**src/common/cocr_pkg.sv**
```systemverilog
// constants, field layouts and carrier types of the charger option registers
// assumes a 40 MHz system clock and a two-wire management bus on pins
package cocr_pkg;

    // ----
    // bus addressing
    // ----
    localparam logic [6:0] COCR_SLAVE_ADDR_DFLT = 7'h09;
    localparam logic [7:0] COCR_CMD_OPT0        = 8'h12;
    localparam logic [7:0] COCR_CMD_OPT1        = 8'h3B;
    localparam logic [7:0] COCR_CMD_CHG_CURRENT = 8'h14;
    localparam logic [3:0] COCR_BITS_PER_BYTE   = 4'h8;
    localparam logic [1:0] COCR_WORD_BYTES      = 2'h2;

    // ----
    // reset values, write masks and fixed bits
    // ----
    localparam logic [15:0] COCR_OPT0_RST_A  = 16'hE14E;
    localparam logic [15:0] COCR_OPT0_RST_B  = 16'hE34E;
    localparam logic [15:0] COCR_OPT0_WMASK  = 16'hFFFB;
    localparam logic [15:0] COCR_OPT0_FIXED  = 16'h0004;
    localparam logic [15:0] COCR_OPT1_RST    = 16'h0211;
    localparam logic [15:0] COCR_OPT1_WMASK  = 16'h1EFF;
    localparam logic [15:0] COCR_OPT1_FIXED  = 16'h0000;

    // ----
    // analogue settings behind the fields
    // ----
    localparam logic [10:0] COCR_FREQ_KHZ_SEL0 = 11'h258; // 600
    localparam logic [10:0] COCR_FREQ_KHZ_SEL1 = 11'h320; // 800
    localparam logic [10:0] COCR_FREQ_KHZ_SEL2 = 11'h3E8; // 1000
    localparam logic [10:0] COCR_FREQ_KHZ_SEL3 = 11'h4B0; // 1200
    localparam logic [10:0] COCR_AUDIO_MIN_KHZ = 11'h028; // 40
    localparam logic [10:0] COCR_NO_MIN_KHZ    = 11'h000;
    localparam logic [8:0]  COCR_LS_OCP_MV_LO  = 9'h0AA;  // 170
    localparam logic [8:0]  COCR_LS_OCP_MV_HI  = 9'h122;  // 290
    localparam logic [8:0]  COCR_INPUT_OVERCURRENT_PROTECT_PCT      = 9'h12C;  // 300
    localparam logic [8:0]  COCR_INPUT_OVERCURRENT_PROTECT_OFF      = 9'h000;
    localparam logic [6:0]  COCR_IN_GAIN_LO    = 7'h28;   // 40x
    localparam logic [6:0]  COCR_IN_GAIN_HI    = 7'h50;   // 80x
    localparam logic [6:0]  COCR_DIS_GAIN_LO   = 7'h08;   // 8x
    localparam logic [6:0]  COCR_DIS_GAIN_HI   = 7'h10;   // 16x

    // ----
    // carrier types
    // ----
    typedef struct packed {
        logic [4:0] upper_fields;
        logic       audio_limit;
        logic [1:0] sw_freq_sel;
        logic       input_overcurrent_protect_en;
        logic       low_side_switch_ocp_hi;
        logic       learn_en;
        logic       input_current_monitor_gain_hi;
        logic       battery_current_monitor_gain_hi;
        logic       fixed_one;
        logic       input_current_regulation_en;
        logic       charge_inhibit;
    } cocr_opt0_t;

    typedef struct packed {
        logic [2:0] fixed_hi;
        logic       sense_resistor_ratio;
        logic       battery_current_monitor_en;
        logic       system_power_monitor_en;
        logic       system_power_monitor_gain;
        logic       fixed_mid;
        logic       comparator_reference_select;
        logic       comparator_output_polarity;
        logic [1:0] comparator_deglitch_select;
        logic       fet_latch_off_en;
        logic       battery_path_switch_force_off;
        logic       battery_discharge_en;
        logic       auto_wakeup_en;
    } cocr_opt1_t;

    typedef struct packed {
        logic [10:0] sw_freq_khz;
        logic [10:0] min_freq_khz;
        logic [8:0]  low_side_switch_ocp_mv;
        logic [8:0]  input_overcurrent_limit_pct;
        logic [6:0]  input_current_monitor_gain;
        logic [6:0]  battery_current_monitor_gain;
    } cocr_derived_t;

    typedef struct packed {
        logic buck_run;
        logic input_power_switch_on;
        logic reverse_blocking_switch_on;
        logic battery_path_switch_on;
        logic input_current_regulation_en;
        logic charge_enable;
    } cocr_path_t;

    typedef enum logic [3:0] {
        ST_IDLE,
        ST_ADDR,
        ST_ADDR_ACK,
        ST_CMD,
        ST_CMD_ACK,
        ST_WR,
        ST_WR_ACK,
        ST_RD,
        ST_RD_ACK,
        ST_RD_NEXT
    } cocr_state_t;

endpackage

```
**src/design/cocr_pin_sync.sv**
```systemverilog
// three-stage synchroniser for pin levels
// assumes asynchronous pins; a change is taken once stages two and three agree
`timescale 1ns/10ps
module cocr_pin_sync #(
    parameter int unsigned WIDTH = 2
) (
    // clock and reset
    input  wire logic             clk_sys,
    input  wire logic             nrst,
    // raw pins and settled levels
    input  wire logic [WIDTH-1:0] pin_raw,
    output logic      [WIDTH-1:0] pin_level
);

    logic [WIDTH-1:0] s1_r;
    logic [WIDTH-1:0] s2_r;
    logic [WIDTH-1:0] s3_r;
    logic [WIDTH-1:0] level_r;
    wire  [WIDTH-1:0] agree = ~(s2_r ^ s3_r);
    wire  [WIDTH-1:0] level_nxt = (agree & s3_r) | (~agree & level_r);

    // idle bus lines float high, so reset to ones
    always_ff @(posedge clk_sys or negedge nrst) begin
        if (!nrst) begin
            s1_r    <= '1;
            s2_r    <= '1;
            s3_r    <= '1;
            level_r <= '1;
        end else begin
            s1_r    <= pin_raw;
            s2_r    <= s1_r;
            s3_r    <= s2_r;
            level_r <= level_nxt;
        end
    end

    assign pin_level = level_r;

endmodule // cocr_pin_sync

```
**src/design/cocr_regs.sv**
```systemverilog
// charger option registers behind a two-wire management bus slave
// assumes open-drain bus pins resolved outside; word write/read with command code
//
// Notes on behaviour
// - audio limit holds minimum frequency 40kHz
// - frequency field selects 600k/800k/1M/1.2M, variant reset
// - bit 7 enables input overcurrent at 300%
// - bit 6 picks low-side threshold 170/290mV
// - learn bit stops buck, switches on
// - clearing learn bit restarts buck converter
// - monitor gain bits 40x/80x and 8x/16x
// - bit 1 enables input current regulation
// - inhibit blocks charge; clear then command
`timescale 1ns/10ps
module cocr_regs
    import cocr_pkg::*;
#(
    parameter logic [6:0] SLAVE_ADDR   = COCR_SLAVE_ADDR_DFLT,
    parameter logic       FREQ_VARIANT = 1'b0
) (
    // clock and reset
    input  wire logic    clk_sys,
    input  wire logic    nrst,
    // two-wire bus pins
    input  wire logic    scl_i,
    input  wire logic    sda_i,
    output logic         sda_o,
    output logic         sda_oe,
    // requests from the power path logic
    input  wire logic    charge_current_nonzero,
    input  wire logic    normal_switch_req,
    input  wire logic    normal_bat_switch_req,
    // settings to the converter
    output cocr_opt0_t   opt0,
    output cocr_opt1_t   opt1,
    output cocr_derived_t derived,
    output cocr_path_t   path
);

    // ----
    // helpers
    // ----
    function automatic logic [7:0] byte_of(input logic [15:0] w, input logic hi);
        byte_of = hi ? w[15:8] : w[7:0];
    endfunction

    function automatic logic [15:0] masked(input logic [15:0] w, input logic [15:0] m,
                                           input logic [15:0] f);
        masked = (w & m) | f;
    endfunction

    // ----
    // pin sampling and bus events
    // ----
    logic [1:0] pin_lvl;
    logic       scl_q_r;
    logic       sda_q_r;

    cocr_pin_sync #(
        .WIDTH (2)
    ) u_sync (
        .clk_sys   (clk_sys),
        .nrst      (nrst),
        .pin_raw   ({sda_i, scl_i}),
        .pin_level (pin_lvl)
    );

    wire scl_now   = pin_lvl[0];
    wire sda_now   = pin_lvl[1];
    wire scl_rise  = scl_now & ~scl_q_r;
    wire scl_fall  = ~scl_now & scl_q_r;
    wire start_det = scl_now & scl_q_r & sda_q_r & ~sda_now;
    wire stop_det  = scl_now & scl_q_r & ~sda_q_r & sda_now;

    // ----
    // protocol state
    // ----
    cocr_state_t state_r;
    cocr_state_t state_nxt;
    logic [3:0]  bit_cnt_r;
    logic [3:0]  bit_cnt_nxt;
    logic [7:0]  shift_r;
    logic [7:0]  shift_nxt;
    logic [7:0]  cmd_r;
    logic [7:0]  cmd_nxt;
    logic        cmd_ok_r;
    logic        cmd_ok_nxt;
    logic        rw_r;
    logic        rw_nxt;
    logic [1:0]  byte_idx_r;
    logic [1:0]  byte_idx_nxt;
    logic [7:0]  wlo_r;
    logic [7:0]  wlo_nxt;
    logic [7:0]  whi_r;
    logic [7:0]  whi_nxt;
    logic [7:0]  tx_r;
    logic [7:0]  tx_nxt;
    logic        rd_hi_r;
    logic        rd_hi_nxt;
    logic        drive_r;
    logic        drive_nxt;
    logic        commit;

    logic [15:0] opt0_r;
    logic [15:0] opt0_nxt;
    logic [15:0] opt1_r;
    logic [15:0] opt1_nxt;

    wire         addr_hit  = (shift_r[7:1] == SLAVE_ADDR);
    wire         cmd_ours  = (shift_r == COCR_CMD_OPT0) || (shift_r == COCR_CMD_OPT1);
    wire         byte_done = (bit_cnt_r == COCR_BITS_PER_BYTE);
    wire [15:0]  rd_word   = (cmd_r == COCR_CMD_OPT1) ? opt1_r : opt0_r;
    wire [15:0]  wr_word   = {whi_r, wlo_r};
    wire [15:0]  opt0_rst  = FREQ_VARIANT ? COCR_OPT0_RST_B : COCR_OPT0_RST_A;
    wire [7:0]   rd_lo     = byte_of(rd_word, 1'b0);
    wire [7:0]   rd_sel    = byte_of(rd_word, rd_hi_r);

    always_comb begin
        state_nxt    = state_r;
        bit_cnt_nxt  = bit_cnt_r;
        shift_nxt    = shift_r;
        cmd_nxt      = cmd_r;
        cmd_ok_nxt   = cmd_ok_r;
        rw_nxt       = rw_r;
        byte_idx_nxt = byte_idx_r;
        wlo_nxt      = wlo_r;
        whi_nxt      = whi_r;
        tx_nxt       = tx_r;
        rd_hi_nxt    = rd_hi_r;
        drive_nxt    = drive_r;
        commit       = 1'b0;
        if (start_det) begin
            // a repeated start drops any unfinished word write
            state_nxt    = ST_ADDR;
            bit_cnt_nxt  = 4'h0;
            byte_idx_nxt = 2'h0;
            drive_nxt    = 1'b0;
        end else if (stop_det) begin
            // a stop always brings one clock rise before it
            commit    = (state_r == ST_WR) && (byte_idx_r == COCR_WORD_BYTES)
                        && (bit_cnt_r <= 4'h1);
            state_nxt = ST_IDLE;
            drive_nxt = 1'b0;
        end else begin
            case (state_r)
                ST_ADDR, ST_CMD, ST_WR: begin
                    if (scl_rise) begin
                        shift_nxt   = {shift_r[6:0], sda_now};
                        bit_cnt_nxt = bit_cnt_r + 4'h1;
                    end else if (scl_fall && byte_done) begin
                        bit_cnt_nxt = 4'h0;
                        if (state_r == ST_ADDR) begin
                            // reads need a command accepted since the last write address, in this frame or an earlier one
                            if (addr_hit && (!shift_r[0] || cmd_ok_r)) begin
                                drive_nxt = 1'b1;
                                rw_nxt    = shift_r[0];
                                state_nxt = ST_ADDR_ACK;
                            end else begin
                                state_nxt = ST_IDLE;
                            end
                        end else if (state_r == ST_CMD) begin
                            cmd_nxt    = shift_r;
                            cmd_ok_nxt = cmd_ours;
                            drive_nxt  = cmd_ours;
                            state_nxt  = cmd_ours ? ST_CMD_ACK : ST_IDLE;
                        end else if (byte_idx_r < COCR_WORD_BYTES) begin
                            drive_nxt    = 1'b1;
                            wlo_nxt      = (byte_idx_r == 2'h0) ? shift_r : wlo_r;
                            whi_nxt      = (byte_idx_r == 2'h1) ? shift_r : whi_r;
                            byte_idx_nxt = byte_idx_r + 2'h1;
                            state_nxt    = ST_WR_ACK;
                        end else begin
                            // an extra byte is refused and the word discarded
                            state_nxt = ST_IDLE;
                        end
                    end
                end
                ST_ADDR_ACK: begin
                    if (scl_fall) begin
                        if (rw_r) begin
                            tx_nxt    = rd_lo;
                            drive_nxt = ~rd_lo[7];
                            rd_hi_nxt = 1'b1;
                            state_nxt = ST_RD;
                        end else begin
                            drive_nxt  = 1'b0;
                            cmd_ok_nxt = 1'b0;
                            state_nxt  = ST_CMD;
                        end
                    end
                end
                ST_CMD_ACK, ST_WR_ACK: begin
                    if (scl_fall) begin
                        drive_nxt = 1'b0;
                        state_nxt = ST_WR;
                    end
                end
                ST_RD: begin
                    if (scl_rise) begin
                        bit_cnt_nxt = bit_cnt_r + 4'h1;
                    end else if (scl_fall && byte_done) begin
                        bit_cnt_nxt = 4'h0;
                        drive_nxt   = 1'b0;
                        state_nxt   = ST_RD_ACK;
                    end else if (scl_fall) begin
                        tx_nxt    = {tx_r[6:0], 1'b0};
                        drive_nxt = ~tx_r[6];
                    end
                end
                ST_RD_ACK: begin
                    if (scl_rise) begin
                        state_nxt = sda_now ? ST_IDLE : ST_RD_NEXT;
                    end
                end
                ST_RD_NEXT: begin
                    if (scl_fall) begin
                        tx_nxt    = rd_sel;
                        drive_nxt = ~rd_sel[7];
                        rd_hi_nxt = ~rd_hi_r;
                        state_nxt = ST_RD;
                    end
                end
                default: begin
                    state_nxt = ST_IDLE;
                end
            endcase
        end
    end

    // ----
    // register update
    // ----
    wire sel_opt0 = commit && (cmd_r == COCR_CMD_OPT0);
    wire sel_opt1 = commit && (cmd_r == COCR_CMD_OPT1);

    assign opt0_nxt = sel_opt0 ? masked(wr_word, COCR_OPT0_WMASK, COCR_OPT0_FIXED)
                               : opt0_r;
    assign opt1_nxt = sel_opt1 ? masked(wr_word, COCR_OPT1_WMASK, COCR_OPT1_FIXED)
                               : opt1_r;

    always_ff @(posedge clk_sys or negedge nrst) begin
        if (!nrst) begin
            scl_q_r <= 1'b1;
            sda_q_r <= 1'b1;
            state_r <= ST_IDLE;
            drive_r <= 1'b0;
        end else begin
            scl_q_r <= scl_now;
            sda_q_r <= sda_now;
            state_r <= state_nxt;
            drive_r <= drive_nxt;
        end
    end

    always_ff @(posedge clk_sys or negedge nrst) begin
        if (!nrst) begin
            bit_cnt_r  <= 4'h0;
            shift_r    <= 8'h00;
            cmd_r      <= 8'h00;
            cmd_ok_r   <= 1'b0;
            rw_r       <= 1'b0;
            byte_idx_r <= 2'h0;
            wlo_r      <= 8'h00;
            whi_r      <= 8'h00;
            tx_r       <= 8'h00;
            rd_hi_r    <= 1'b0;
        end else begin
            bit_cnt_r  <= bit_cnt_nxt;
            shift_r    <= shift_nxt;
            cmd_r      <= cmd_nxt;
            cmd_ok_r   <= cmd_ok_nxt;
            rw_r       <= rw_nxt;
            byte_idx_r <= byte_idx_nxt;
            wlo_r      <= wlo_nxt;
            whi_r      <= whi_nxt;
            tx_r       <= tx_nxt;
            rd_hi_r    <= rd_hi_nxt;
        end
    end

    always_ff @(posedge clk_sys or negedge nrst) begin
        if (!nrst) begin
            opt0_r <= opt0_rst;
            opt1_r <= COCR_OPT1_RST;
        end else begin
            opt0_r <= opt0_nxt;
            opt1_r <= opt1_nxt;
        end
    end

    // ----
    // settings and power path
    // ----
    cocr_opt0_t    f0;
    cocr_derived_t derived_r;
    cocr_derived_t derived_nxt;
    cocr_path_t    path_r;
    cocr_path_t    path_nxt;

    assign f0 = cocr_opt0_t'(opt0_r);

    wire [10:0] freq_khz = (f0.sw_freq_sel == 2'h0) ? COCR_FREQ_KHZ_SEL0 :
                           (f0.sw_freq_sel == 2'h1) ? COCR_FREQ_KHZ_SEL1 :
                           (f0.sw_freq_sel == 2'h2) ? COCR_FREQ_KHZ_SEL2 :
                                                      COCR_FREQ_KHZ_SEL3;

    assign derived_nxt.sw_freq_khz  = freq_khz;
    assign derived_nxt.min_freq_khz = f0.audio_limit ? COCR_AUDIO_MIN_KHZ
                                                     : COCR_NO_MIN_KHZ;
    assign derived_nxt.input_overcurrent_limit_pct =
        f0.input_overcurrent_protect_en ? COCR_INPUT_OVERCURRENT_PROTECT_PCT : COCR_INPUT_OVERCURRENT_PROTECT_OFF;
    assign derived_nxt.low_side_switch_ocp_mv =
        f0.low_side_switch_ocp_hi ? COCR_LS_OCP_MV_HI : COCR_LS_OCP_MV_LO;
    assign derived_nxt.input_current_monitor_gain =
        f0.input_current_monitor_gain_hi ? COCR_IN_GAIN_HI : COCR_IN_GAIN_LO;
    assign derived_nxt.battery_current_monitor_gain =
        f0.battery_current_monitor_gain_hi ? COCR_DIS_GAIN_HI : COCR_DIS_GAIN_LO;

    // learn mode parks the buck and discharges the battery into the system
    assign path_nxt.buck_run                   = ~f0.learn_en;
    assign path_nxt.input_power_switch_on      = f0.learn_en | normal_switch_req;
    assign path_nxt.reverse_blocking_switch_on = f0.learn_en | normal_switch_req;
    assign path_nxt.battery_path_switch_on     = f0.learn_en | normal_bat_switch_req;
    assign path_nxt.input_current_regulation_en = f0.input_current_regulation_en;
    // a zero charge command alone must never start charging
    assign path_nxt.charge_enable = ~f0.charge_inhibit & charge_current_nonzero;

    always_ff @(posedge clk_sys or negedge nrst) begin
        if (!nrst) begin
            derived_r <= '0;
            path_r    <= '0;
        end else begin
            derived_r <= derived_nxt;
            path_r    <= path_nxt;
        end
    end

    // ----
    // outputs
    // ----
    assign opt0    = f0;
    assign opt1    = cocr_opt1_t'(opt1_r);
    assign derived = derived_r;
    assign path    = path_r;
    assign sda_o   = 1'b0;
    assign sda_oe  = drive_r;

endmodule // cocr_regs

```
**config.mk**
```make
export PLATFORM = sky130hd
export DESIGN_NAME = cocr_regs
export DESIGN_NICKNAME = d
export VERILOG_FILES = /design/src/common/cocr_pkg.sv /design/src/design/cocr_pin_sync.sv /design/src/design/cocr_regs.sv
export SDC_FILE = /design/constraint.sdc
export NUM_CORES = 1
export LEC_CHECK = 0
export ABC_CLOCK_PERIOD_IN_PS = 2200
export BUFFER_PORTS_ARGS = -buffer_cell sky130_fd_sc_hd__buf_2
export CAP_MARGIN = 20
export CORE_MARGIN = 2
export CORE_UTILIZATION = 35
export DETAILED_ROUTE_END_ITERATION = 10
export SLEW_MARGIN = 40
export SYNTH_ARGS = -nofsm -noshare
export SYNTH_HDL_FRONTEND = slang
export SYNTH_SLANG_ARGS = --single-unit
```
**constraint.sdc**
```tcl
create_clock -name clk_sys -period 2.2 [get_ports clk_sys]
set_clock_uncertainty 0.05 [all_clocks]
set_input_delay 0.22 -clock clk_sys [delete_from_list [all_inputs] [get_ports clk_sys]]
set_output_delay 0.22 -clock clk_sys [all_outputs]
set_load 0.05 [all_outputs]
```
==> results of run 1 <==
[final cells by class]
class	instances	area (µm²)
clock buffers	11	243
clock inverters	5	40.0
fillers	1404	8690
inverters	20	75.1
multi-input cells	314	2320
flip-flops and latches	111	2800
well taps	211	264
repair buffers	117	821
[power breakdown]
group | switching (mW) | total (mW) | internal [mW] | leakage [nW]
Combinational | 0.639 | 1.03 | 0.396 | 1.55
Clock | 0.756 | 1.57 | 0.810 | 0.134
Sequential | 0.121 | 2.26 | 2.14 | 1.43
[how the worst max path moves through the flow]
stage	depth (start not counted)	to	slack (ns)	from
2_1_floorplan	8	opt0[10]$_DFFE_PN0P_	0.07	flip-flop
6_report	6	opt0[9]$_DFFE_PN0P_	0.02	flip-flop
3_3_place_gp	8	opt0[10]$_DFFE_PN0P_	0.02	byte_idx_r[0]$_DFFE_PN0P_
5_1_grt	6	opt0[9]$_DFFE_PN0P_	-0.09	flip-flop
3_5_place_dp	8	opt0[5]$_DFFE_PN0P_	-0.05	byte_idx_r[0]$_DFFE_PN0P_
4_1_cts	8	whi_r[5]$_DFFE_PN0P_	0.02	bit_cnt_r[1]$_DFFE_PN0P_
[metal layers]
| metal | track usage (%) | wire, µm | share of wire [%] | up-vias |
|---|---|---|---|---|
| met2 | 24.5 | 5920 | 47 | 123 |
| met1 | 21.3 | 5890 | 47 | 1935 |
| li1 | - | - | - | 1793 |
| met5 | 0 | 0 | 0 | - |
| met3 | 2.60 | 534 | 4.2 | 14 |
| met4 | 6.07 | 233 | 1.9 | 0 |
[layout by cell type, fill, tap and decap left out, drive strengths merged, types with 3 or more instances in the layout]
cell type    instances
and2                 3
clkbuf              12
nor4bb               3
nor4                 3
nor3b                3
conb                36
mux2                61
dlygate4sd3          4
nand3               12
dfrtp               91
nor2b                7
a221o                3
buf                112
o31ai                3
and4b                3
nand2               35
ha                  12
o21ai               31
o31a                 4
nand2b               7
nor2                 9
a21oi               22
dfstp               20
or2                  5
a31oi                3
nor3                 8
a221oi               3
mux2i                4
inv                 22
[stage by stage]
step / cells / util [%] / hold WS [ns] / instance area, µm² / total power [mW]
after floorplan: 518 / - / -0.126 / 5600 / 2.97
after global placement: 767 / 40.0 / 0.114 / 6110 / 3.29
after detailed placement: 767 / 40.0 / 0.117 / 6110 / 3.31
after CTS: 787 / 42.2 / 0.00833 / 6440 / 4.89
after global routing: 789 / 43.0 / 0.00778 / 6570 / 5.12
final: 789 / 43.0 / 0.00853 / 6570 / 4.86
[cell families (layout without fill, tap and decap cells)]
group	count (synthesis)	after routing	synth area share, %
AND/OR/NAND/NOR	112	112	11.7
flip-flops	111	111	51.2
buffers and inverters	93	153	10.5
AO/OA/AOI/OAI	86	86	9.88
multiplexers	65	65	13.3
adder cells (fa/ha/maj)	14	14	3.11
other	2	36	0.137
XOR/XNOR	1	1	0.160
[worst max-delay path, cell delays in order, from the launching register on]
cell      delay (ns)
dfstp_2         0.53
nor4bb_4        0.26
o21ai_1         0.11
nor4_2          0.32
and4_4          0.33
buf_12          0.16
mux2_4          0.30
[sequential cells by signal (all words and copies together), names as in the netlist, named ones only]
| name | flops |
|---|---|
| scl_q_r | 1 |
| whi_r | 8 |
| bit_cnt_r | 4 |
| u_sync.s3_r | 2 |
| wlo_r | 8 |
| opt1 | 12 |
| byte_idx_r | 2 |
| sda_q_r | 1 |
| cmd_r | 8 |
| sda_oe | 1 |
| u_sync.s2_r | 2 |
| rd_hi_r | 1 |
| tx_r | 7 |
| state_r | 4 |
| cmd_ok_r | 1 |
| rw_r | 1 |
| path | 5 |
| shift_r | 8 |
| opt0 | 15 |
| derived | 16 |
| u_sync.s1_r | 2 |
[timing repair]
| action | 4_1_cts | 5_1_grt |
|---|---|---|
| hold buffers | 4 | 0 |
| buffers inserted | 0 | 1 |
| setup endpoints to repair | 14 | 38 |
| gates cloned | 0 | 1 |
| pin swaps | 0 | 3 |
| hold endpoints to repair | 25 | 0 |
| resized for setup | 1 | 25 |
==> results.sh, run 1 <==
export IMPL_drive_gt1_share_pct=38.9
export IMPL_synth_common_cells="dfrtp_1 (91), mux2_2 (61), buf_4 (53)"
export IMPL_gp_routability_congestion=0.904
export IMPL_clock_path_buffers=2
export IMPL_die_x_um=129
export IMPL_drt_wl_total_mm=12.6
export IMPL_status="finished clean"
export IMPL_drt_pass1_iter_count=5
export IMPL_cap_violations=0
export IMPL_min_period_over_period_pct=98.9
export IMPL_reg2regPathDepth=6
export IMPL_io_buffers=65
export IMPL_ir_drop_v=0.000385
export IMPL_synth_top_cell_by_area="dfrtp_1"
export IMPL_dieHeight_um=129
export IMPL_clk_insertion_delay_late_ns=0.36
export IMPL_cp_max_fo=8
export IMPL_cts_sinks=111
export IMPL_cts_tree="built"
export IMPL_critPathLaunchType="flip-flop"
export IMPL_hold_depth=2
export IMPL_drtIter0Drc=265
export IMPL_drc=0
export IMPL_fmax_ghz=0.459
export IMPL_rsz0062_at_grt="true"
export IMPL_nets=592
export IMPL_io_pins=101
export IMPL_fin_ws_ns=0.0231
export IMPL_cts_buffers=9
export IMPL_worst_setup_path_end_kind="flip-flop"
export IMPL_vias=3865
export IMPL_grt_pass1_vias=3779
export IMPL_reg2reg_slack_ns=0.02
export IMPL_setup_viol=0
export IMPL_synth_top_area_share_pct=41.6
export IMPL_synth_distinct_cells=59
export IMPL_syn_inst=484
export IMPL_htreeDepth=3
export IMPL_r2r_end="opt0[9]$_DFFE_PN0P_"
export IMPL_ys_ff_latch=111
export IMPL_arrival_ns=2.36
export IMPL_relSlewSlack_pct=65.9
export IMPL_synth_edf_count=0
export IMPL_antenna_found_initial=0
export IMPL_hp_class="in2reg"
export IMPL_grt_overflow=0
export IMPL_yosys_top_cells_area="dfrtp_1 (42%), mux2_2 (13%), dfstp_2 (9.6%)"
export IMPL_preCtsSetupSlack_ns=-0.0548
export IMPL_wire_per_inst_um=15.9
export IMPL_min_delay_start="normal_bat_switch_req"
export IMPL_avgSynthCellArea_um2=11.3
export IMPL_synth_warnings=0
export IMPL_worstSetupPathType="reg2reg"
export IMPL_totalNegativeSetupSlack_ns=0
export IMPL_via_per_inst=4.90
export IMPL_maxSlewViolCount=0
export IMPL_start_util_pct=35.9
export IMPL_rows=45
export IMPL_hold_end="path[2]$_DFF_PN0_"
export IMPL_powerDensity_nw_per_um2=741
export IMPL_syn_area_um2=5470
export IMPL_coreArea_um2=15300
export IMPL_yosysMostFrequentCell="dfrtp_1"
export IMPL_area_delta_synth_final_pct=20.0
export IMPL_worstMarginPinSlew_ns=0.511
export IMPL_grtUsageTotal_pct=15.4
export IMPL_grt_max_degree=48
export IMPL_grt_pass1_wl_mm=19.8
export IMPL_synth_ff_type="dfrtp_1"
export IMPL_diodes=0
export IMPL_leakage_nw=3.11
export IMPL_min_period_ns=2.18
export IMPL_async_flop_share_pct=100
export IMPL_postRouteAntennaNets=0
export IMPL_path_clk_slew_ns=0.08
export IMPL_die_area_um2=16600
export IMPL_seq_area_frac_synth_pct=51.2
export IMPL_dp_hpwl_mm=9.25
export IMPL_cts_root_buf="clkbuf_16"
export IMPL_hold_viol=0
export IMPL_crit_required_ns=2.39
Note: power is estimated with default switching activity, not from simulation.
==> inputs of run 2 (changes only) <==
--- a/config.mk
+++ b/config.mk
@@ -5,12 +5,13 @@
 export SDC_FILE = /design/constraint.sdc
 export NUM_CORES = 1
 export LEC_CHECK = 0
-export ABC_CLOCK_PERIOD_IN_PS = 2200
+export ABC_CLOCK_PERIOD_IN_PS = 2540
 export BUFFER_PORTS_ARGS = -buffer_cell sky130_fd_sc_hd__buf_2
 export CAP_MARGIN = 20
 export CORE_MARGIN = 2
 export CORE_UTILIZATION = 35
 export DETAILED_ROUTE_END_ITERATION = 10
+export REMOVE_ABC_BUFFERS = 1
 export SLEW_MARGIN = 40
 export SYNTH_ARGS = -nofsm -noshare
 export SYNTH_HDL_FRONTEND = slang
==> constraint.sdc (replaced) <==
create_clock -name clk_sys -period 2.54 [get_ports clk_sys]
set_clock_uncertainty 0.05 [all_clocks]
set_input_delay 0.254 -clock clk_sys [delete_from_list [all_inputs] [get_ports clk_sys]]
set_output_delay 0.254 -clock clk_sys [all_outputs]
set_load 0.05 [all_outputs]
==> run 2 against run 1 <==
Effect of this change: non-clock buffer count shrank 30; utilization is 2.4 points lower; global-route usage is 0.20 points lower; sequential cell count did not move; count of clock-buffer cells in the layout decreased by 2; die area unchanged; sequential power shrank 12%; first-iteration DRC count grew 25%; maximum frequency fell by 7.1%.
==> results.sh, run 2 (synthesis gave the netlist of run 1 again) <==
export IMPL_crit_required_ns=2.74
export IMPL_hold_end="path[3]$_DFF_PN0_"
export IMPL_cts_tree="built"
export IMPL_vias=3711
export IMPL_fmax_ghz=0.427
export IMPL_hold_depth=2
export IMPL_cts_buffers=9
export IMPL_leakage_nw=2.94
export IMPL_io_pins=101
export IMPL_cap_violations=0
export IMPL_via_per_inst=4.89
export IMPL_area_delta_synth_final_pct=13.3
export IMPL_clk_insertion_delay_late_ns=0.36
export IMPL_rsz0062_at_grt="false"
export IMPL_drc=0
export IMPL_wire_per_inst_um=16.0
export IMPL_dp_cells=740
export IMPL_drtIter0Drc=330
export IMPL_start_util_pct=35.9
export IMPL_grt_pass1_wl_mm=19.6
export IMPL_status="finished clean"
export IMPL_min_period_over_period_pct=92.3
export IMPL_layout_common_cells="dfrtp_1 (90), buf_2 (64), mux2_2 (61)"
export IMPL_nets=562
export IMPL_drt_wl_total_mm=12.2
export IMPL_hold_viol=0
export IMPL_grt_pass1_vias=3558
export IMPL_critPathLaunchType="flip-flop"
export IMPL_powerDensity_nw_per_um2=682
export IMPL_antenna_found_initial=0
export IMPL_maxSlewViolCount=0
export IMPL_coreArea_um2=15300
export IMPL_path_clk_slew_ns=0.08
export IMPL_use_met1_pct=22.1
export IMPL_grt_max_degree=51
export IMPL_cp_max_fo=8
export IMPL_dieHeight_um=129
export IMPL_reg2regPathDepth=7
export IMPL_worst_setup_path_end_kind="flip-flop"
export IMPL_gr_usage_met3_pct=2.97
export IMPL_diodes=0
export IMPL_cts_sinks=111
export IMPL_dp_hpwl_mm=8.70
export IMPL_crit_family="simple AND/OR/NAND/NOR gates"
export IMPL_die_x_um=129
export IMPL_r2r_end="whi_r[3]$_DFFE_PN0P_"
export IMPL_drive_gt1_share_pct=35.2
export IMPL_drt_pass1_iter_count=4
export IMPL_fin_cells=759
export IMPL_grt_overflow=0
export IMPL_cts_root_buf="clkbuf_16"
export IMPL_path_cells="inv_1 > ha_1 > and4bb_2 > nand2_1 > nor2_1 > and2_1 > mux2_2"
export IMPL_setup_viol=0
export IMPL_post_cts_buffers=0
export IMPL_grt_use_met2_pct=22.7
export IMPL_worstSetupPathType="reg2reg"
export IMPL_busiest_layer="met2"
export IMPL_largest_reg_flops=16
export IMPL_rows=45
export IMPL_cpPeakStageDelay_ns=0.46
export IMPL_relSlewSlack_pct=52.6
export IMPL_r2r_start="bit_cnt_r[0]$_DFFE_PN0P_"
export IMPL_hp_class="in2reg"
export IMPL_die_area_um2=16600
export IMPL_final_common_cell="dfrtp_1"
export IMPL_postRouteAntennaNets=0
export IMPL_min_period_ns=2.34
export IMPL_grtUsageTotal_pct=15.2
export IMPL_cp_slowest_cell="dfrtp_1"
export IMPL_min_delay_start="normal_switch_req"
export IMPL_totalNegativeSetupSlack_ns=0
export IMPL_clock_path_buffers=2
export IMPL_reg2reg_slack_ns=0.20
export IMPL_cp_buffers_inverters=1
export IMPL_io_buffers=65
export IMPL_worstMarginPinSlew_ns=0.711
export IMPL_htreeDepth=3
export IMPL_gp_routability_congestion=0.956
export IMPL_arrival_ns=2.55
export IMPL_ir_drop_v=0.000356
run 2: metrics by stage:
stage / worst slack [ns] / hold slack [ns] / util (%) / cell area (µm²) / power (mW)
after floorplan: 0.196 / -0.0916 / - / 5100 / 2.50
after global placement: 0.262 / 0.289 / 38.4 / 5860 / 2.76
after detailed placement: 0.180 / 0.286 / 38.4 / 5860 / 2.77
after CTS: 0.153 / 0.0147 / 40.6 / 6190 / 4.26
after global routing: 0.00549 / 0.0251 / 40.6 / 6200 / 4.43
final: 0.196 / 0.0193 / 40.6 / 6200 / 4.23
run 2: worst max path at each step:
stage / start / endpoint / slack [ns] / cells after the start
finish: bit_cnt_r[0]$_DFFE_PN0P_ / whi_r[3]$_DFFE_PN0P_ / 0.20 / 7
detailed placement: byte_idx_r[1]$_DFFE_PN0P_ / opt0[9]$_DFFE_PN0P_ / 0.18 / 7
global placement: scl_q_r$_DFF_PN1_ / wlo_r[5]$_DFFE_PN0P_ / 0.26 / 5
global route: bit_cnt_r[0]$_DFFE_PN0P_ / whi_r[3]$_DFFE_PN0P_ / 0.005 / 7
CTS: byte_idx_r[1]$_DFFE_PN0P_ / opt0[11]$_DFFE_PN0P_ / 0.15 / 7
floorplan: state_r[3]$_DFFE_PN0P_ / tx_r[5]$_DFFE_PN0P_ / 0.20 / 4
run 2: layout make-up:
type | instances | area, µm²
clock inverter | 7 | 78.8
tap | 211 | 264
timing repair buffer | 87 | 526
sequential | 111 | 2800
fill | 1454 | 9060
multi-input combinational | 314 | 2230
clock buffer | 9 | 225
inverter | 20 | 75.1
run 2: worst register-to-register path, cell delays in order (launching register included):
cell      delay [ns]
dfrtp_1         0.46
inv_1           0.12
ha_1            0.14
and4bb_2        0.27
nand2_1         0.15
nor2_1          0.26
and2_1          0.40
mux2_2          0.39
run 2: layer usage:
metal,share of wire [%],up-vias
met2,45,129
li1,-,1736
met3,5.8,12
met1,47,1834
met4,1.6,0
met5,0,-
run 2: power by group:
part	internal, mW	switching, mW
Combinational	0.257	0.501
Clock	0.780	0.699
Sequential	1.86	0.136
Total	2.89	1.34
run 2: repair_timing:
item	CTS	global route
setup endpoints to repair	0	17
endpoints found under the hold margin	47	0
gates resized for setup	0	3
hold buffers	3	0
==> inputs of run 3 (changes only) <==
--- a/config.mk
+++ b/config.mk
@@ -15,4 +15,5 @@
 export SLEW_MARGIN = 40
 export SYNTH_ARGS = -nofsm -noshare
 export SYNTH_HDL_FRONTEND = slang
+export SYNTH_HIERARCHICAL = 1
 export SYNTH_SLANG_ARGS = --single-unit
==> run 3 against run 2 <==
Effect of this change: maximum frequency down 0.88%; clock power up 4%; largest power group unchanged; first-iteration DRC count down 36%; register-to-register slack worse by 0.02 ns; cell area down 0.93%; non-clock buffer count down 2; largest cell class unchanged; cell count down 6.6%; total power down 13%; die area down 1.2%.
==> results.sh, run 3 <==
export IMPL_hold_ws_ns=0.0347
export IMPL_r2r_end="wlo_r[4]$_DFFE_PN0P_"
export IMPL_ir_drop_v=0.000322
export IMPL_synth_top_cell_by_area="dfrtp_1"
export IMPL_dp_cells=690
export IMPL_reg2regPathDepth=7
export IMPL_drtIter0Drc=211
export IMPL_path_clk_slew_ns=0.07
export IMPL_hold_viol=0
export IMPL_relSlewSlack_pct=59.3
export IMPL_leakage_nw=2.97
export IMPL_drt_wl_total_mm=11.1
export IMPL_fillers=1411
export IMPL_hp_class="in2reg"
export IMPL_cap_violations=0
export IMPL_cp_max_fo=8
export IMPL_fmax_ghz=0.423
export IMPL_htreeDepth=3
export IMPL_powerDensity_nw_per_um2=599
export IMPL_synth_warnings=6
export IMPL_worstSetupPathType="reg2reg"
export IMPL_clock_path_buffers=2
export IMPL_postRouteAntennaNets=0
export IMPL_synth_ff_type="dfrtp_1"
export IMPL_gp_routability_congestion=0.858
export IMPL_crit_required_ns=2.72
export IMPL_grt_max_degree=49
export IMPL_critPathLaunchType="flip-flop"
export IMPL_stdcell_area_um2=6140
export IMPL_diodes=0
export IMPL_die_x_um=128
export IMPL_post_cts_buffers=0
export IMPL_antenna_found_initial=0
export IMPL_nets=535
export IMPL_synth_common_cells="dfrtp_1 (91), buf_4 (53), mux2_2 (37)"
export IMPL_start_util_pct=35.7
export IMPL_grt_pass1_vias=3380
export IMPL_reg2reg_slack_ns=0.17
export IMPL_maxSlewViolCount=0
export IMPL_synth_top_area_share_pct=42.1
export IMPL_worstMarginPinSlew_ns=0.610
export IMPL_clk_insertion_delay_late_ns=0.35
export IMPL_async_flop_share_pct=100
export IMPL_io_pins=101
export IMPL_p_sw_share_pct=24.2
export IMPL_fin_cells=709
export IMPL_via_per_inst=4.93
export IMPL_worst_setup_path_end_kind="flip-flop"
export IMPL_coreArea_um2=15100
export IMPL_r2r_start="bit_cnt_r[1]$_DFFE_PN0P_"
export IMPL_drive_gt1_share_pct=37.8
export IMPL_syn_area_um2=5410
export IMPL_power_frac_comb_pct=8.1
export IMPL_arrival_ns=2.55
export IMPL_hold_end="path[2]$_DFF_PN0_"
export IMPL_p_sw_mw=0.890
export IMPL_dieHeight_um=128
export IMPL_multiInputGateArea_um2=2210
export IMPL_clockPowerShare_pct=41.7
export IMPL_grt_pass1_wl_mm=18.2
export IMPL_cts_buffers=9
export IMPL_syn_inst=451
export IMPL_area_delta_synth_final_pct=13.6
export IMPL_cts_sinks=111
export IMPL_avgSynthCellArea_um2=12.0
export IMPL_vias=3492
export IMPL_min_period_ns=2.37
export IMPL_setup_viol=0
export IMPL_drt_pass1_iter_count=4
export IMPL_dp_hpwl_mm=8.20
export IMPL_cts_tree="built"
export IMPL_min_delay_start="normal_bat_switch_req"
export IMPL_synth_edf_count=0
export IMPL_p_seq_share_pct=50.2
export IMPL_wire_per_inst_um=15.6
export IMPL_synth_distinct_cells=57
export IMPL_seq_area_frac_synth_pct=51.9
export IMPL_yosysMostFrequentCell="dfrtp_1"
export IMPL_layout_common_cells="dfrtp_1 (91), buf_2 (64), mux2_2 (37)"
export IMPL_regArea_um2=2800
export IMPL_ys_ff_latch=111
export IMPL_status="finished clean"
export IMPL_rows=45
export IMPL_yosys_top_cells_area="dfrtp_1 (42%), dfstp_2 (9.7%), mux2_2 (7.7%)"
export IMPL_grtUsageTotal_pct=14.3
export IMPL_final_common_cell="dfrtp_1"
export IMPL_min_period_over_period_pct=93.1
export IMPL_cts_root_buf="clkbuf_16"
export IMPL_post_dp_cell_area_um2=5760
export IMPL_io_buffers=65
export IMPL_die_area_um2=16500
export IMPL_grt_overflow=0
export IMPL_hold_depth=2
export IMPL_rsz0062_at_grt="false"
export IMPL_intPower_mw=2.79
export IMPL_largest_reg_flops=16
export IMPL_drc=0
[run 3: worst max path at each step]
stage                                  start                      to  slack [ns]  depth (start not counted)
detailed placement  bit_cnt_r[1]$_DFFE_PN0P_    wlo_r[4]$_DFFE_PN0P_        0.19                          7
global placement    bit_cnt_r[0]$_DFFE_PN0P_    wlo_r[4]$_DFFE_PN0P_        0.24                          7
floorplan             state_r[3]$_DFFE_PN0P_     tx_r[1]$_DFFE_PN0P_       -0.08                          6
CTS                 bit_cnt_r[1]$_DFFE_PN0P_    wlo_r[4]$_DFFE_PN0P_        0.18                          7
finish              bit_cnt_r[1]$_DFFE_PN0P_    wlo_r[4]$_DFFE_PN0P_        0.17                          7
global route          state_r[2]$_DFFE_PN0P_  state_r[1]$_DFFE_PN0P_        0.03                          7
[run 3: power by group through the flow]
stage	clock, mW	sequential (mW)	combinational (mW)
4_1_cts	1.60	1.85	0.300
3_5_place_dp	0	1.88	0.296
3_3_place_gp	0	1.88	0.293
5_1_grt	1.66	1.85	0.329
2_1_floorplan	0	1.89	0.194
6_report	1.54	1.85	0.298
[run 3: kinds of logic after synthesis]
group | synth area share (%)
flip-flops | 51.9
AND/OR/NAND/NOR | 9.68
buffers and inverters | 9.91
AO/OA/AOI/OAI | 8.87
multiplexers | 16.0
adder cells (fa/ha/maj) | 3.19
other | 0.139
XOR/XNOR | 0.324
[run 3: layout make-up]
cell class                 count  area share [%]
clock inverter                 5            1.28
timing repair buffer          85            8.11
inverter                      17            1.04
clock buffer                  11            4.11
multi-input combinational    292            36.0
tap                          188            3.83
sequential                   111            45.6
[run 3: what timing repair did]
| action | CTS | global route |
|---|---|---|
| endpoints found under the hold margin | 43 | 0 |
| endpoints found under the setup margin | 0 | 2 |
| hold buffers | 3 | 0 |
| gates resized for setup | 0 | 1 |
[run 3: through the flow]
| step | power, mW | setup slack (ns) | TNS (ns) | utilization, % |
|---|---|---|---|---|
| 2_1_floorplan | 2.08 | -0.0755 | -0.534 | - |
| 3_3_place_gp | 2.17 | 0.244 | 0 | 38.1 |
| 3_5_place_dp | 2.18 | 0.192 | 0 | 38.1 |
| 4_1_cts | 3.74 | 0.179 | 0 | 40.4 |
| 5_1_grt | 3.84 | 0.0255 | 0 | 40.6 |
| 6_report | 3.68 | 0.175 | 0 | 40.6 |
[run 3: critical path, cell delays in order (launching register included)]
cell and delay, ns:
dfrtp_1 0.42, inv_1 0.11, ha_1 0.15, nand2_1 0.07
or3_4 0.36, nor3_2 0.23, o311a_1 0.47, mux2_2 0.39
[run 3: metal layers]
layer  wire (µm)  track usage (%)  vias up
li1            -                -     1616
met1        5060             19.5     1749
met2        5270             22.4      125
met3         687             4.13        2
met4          58             4.07        0
met5           0                0        -
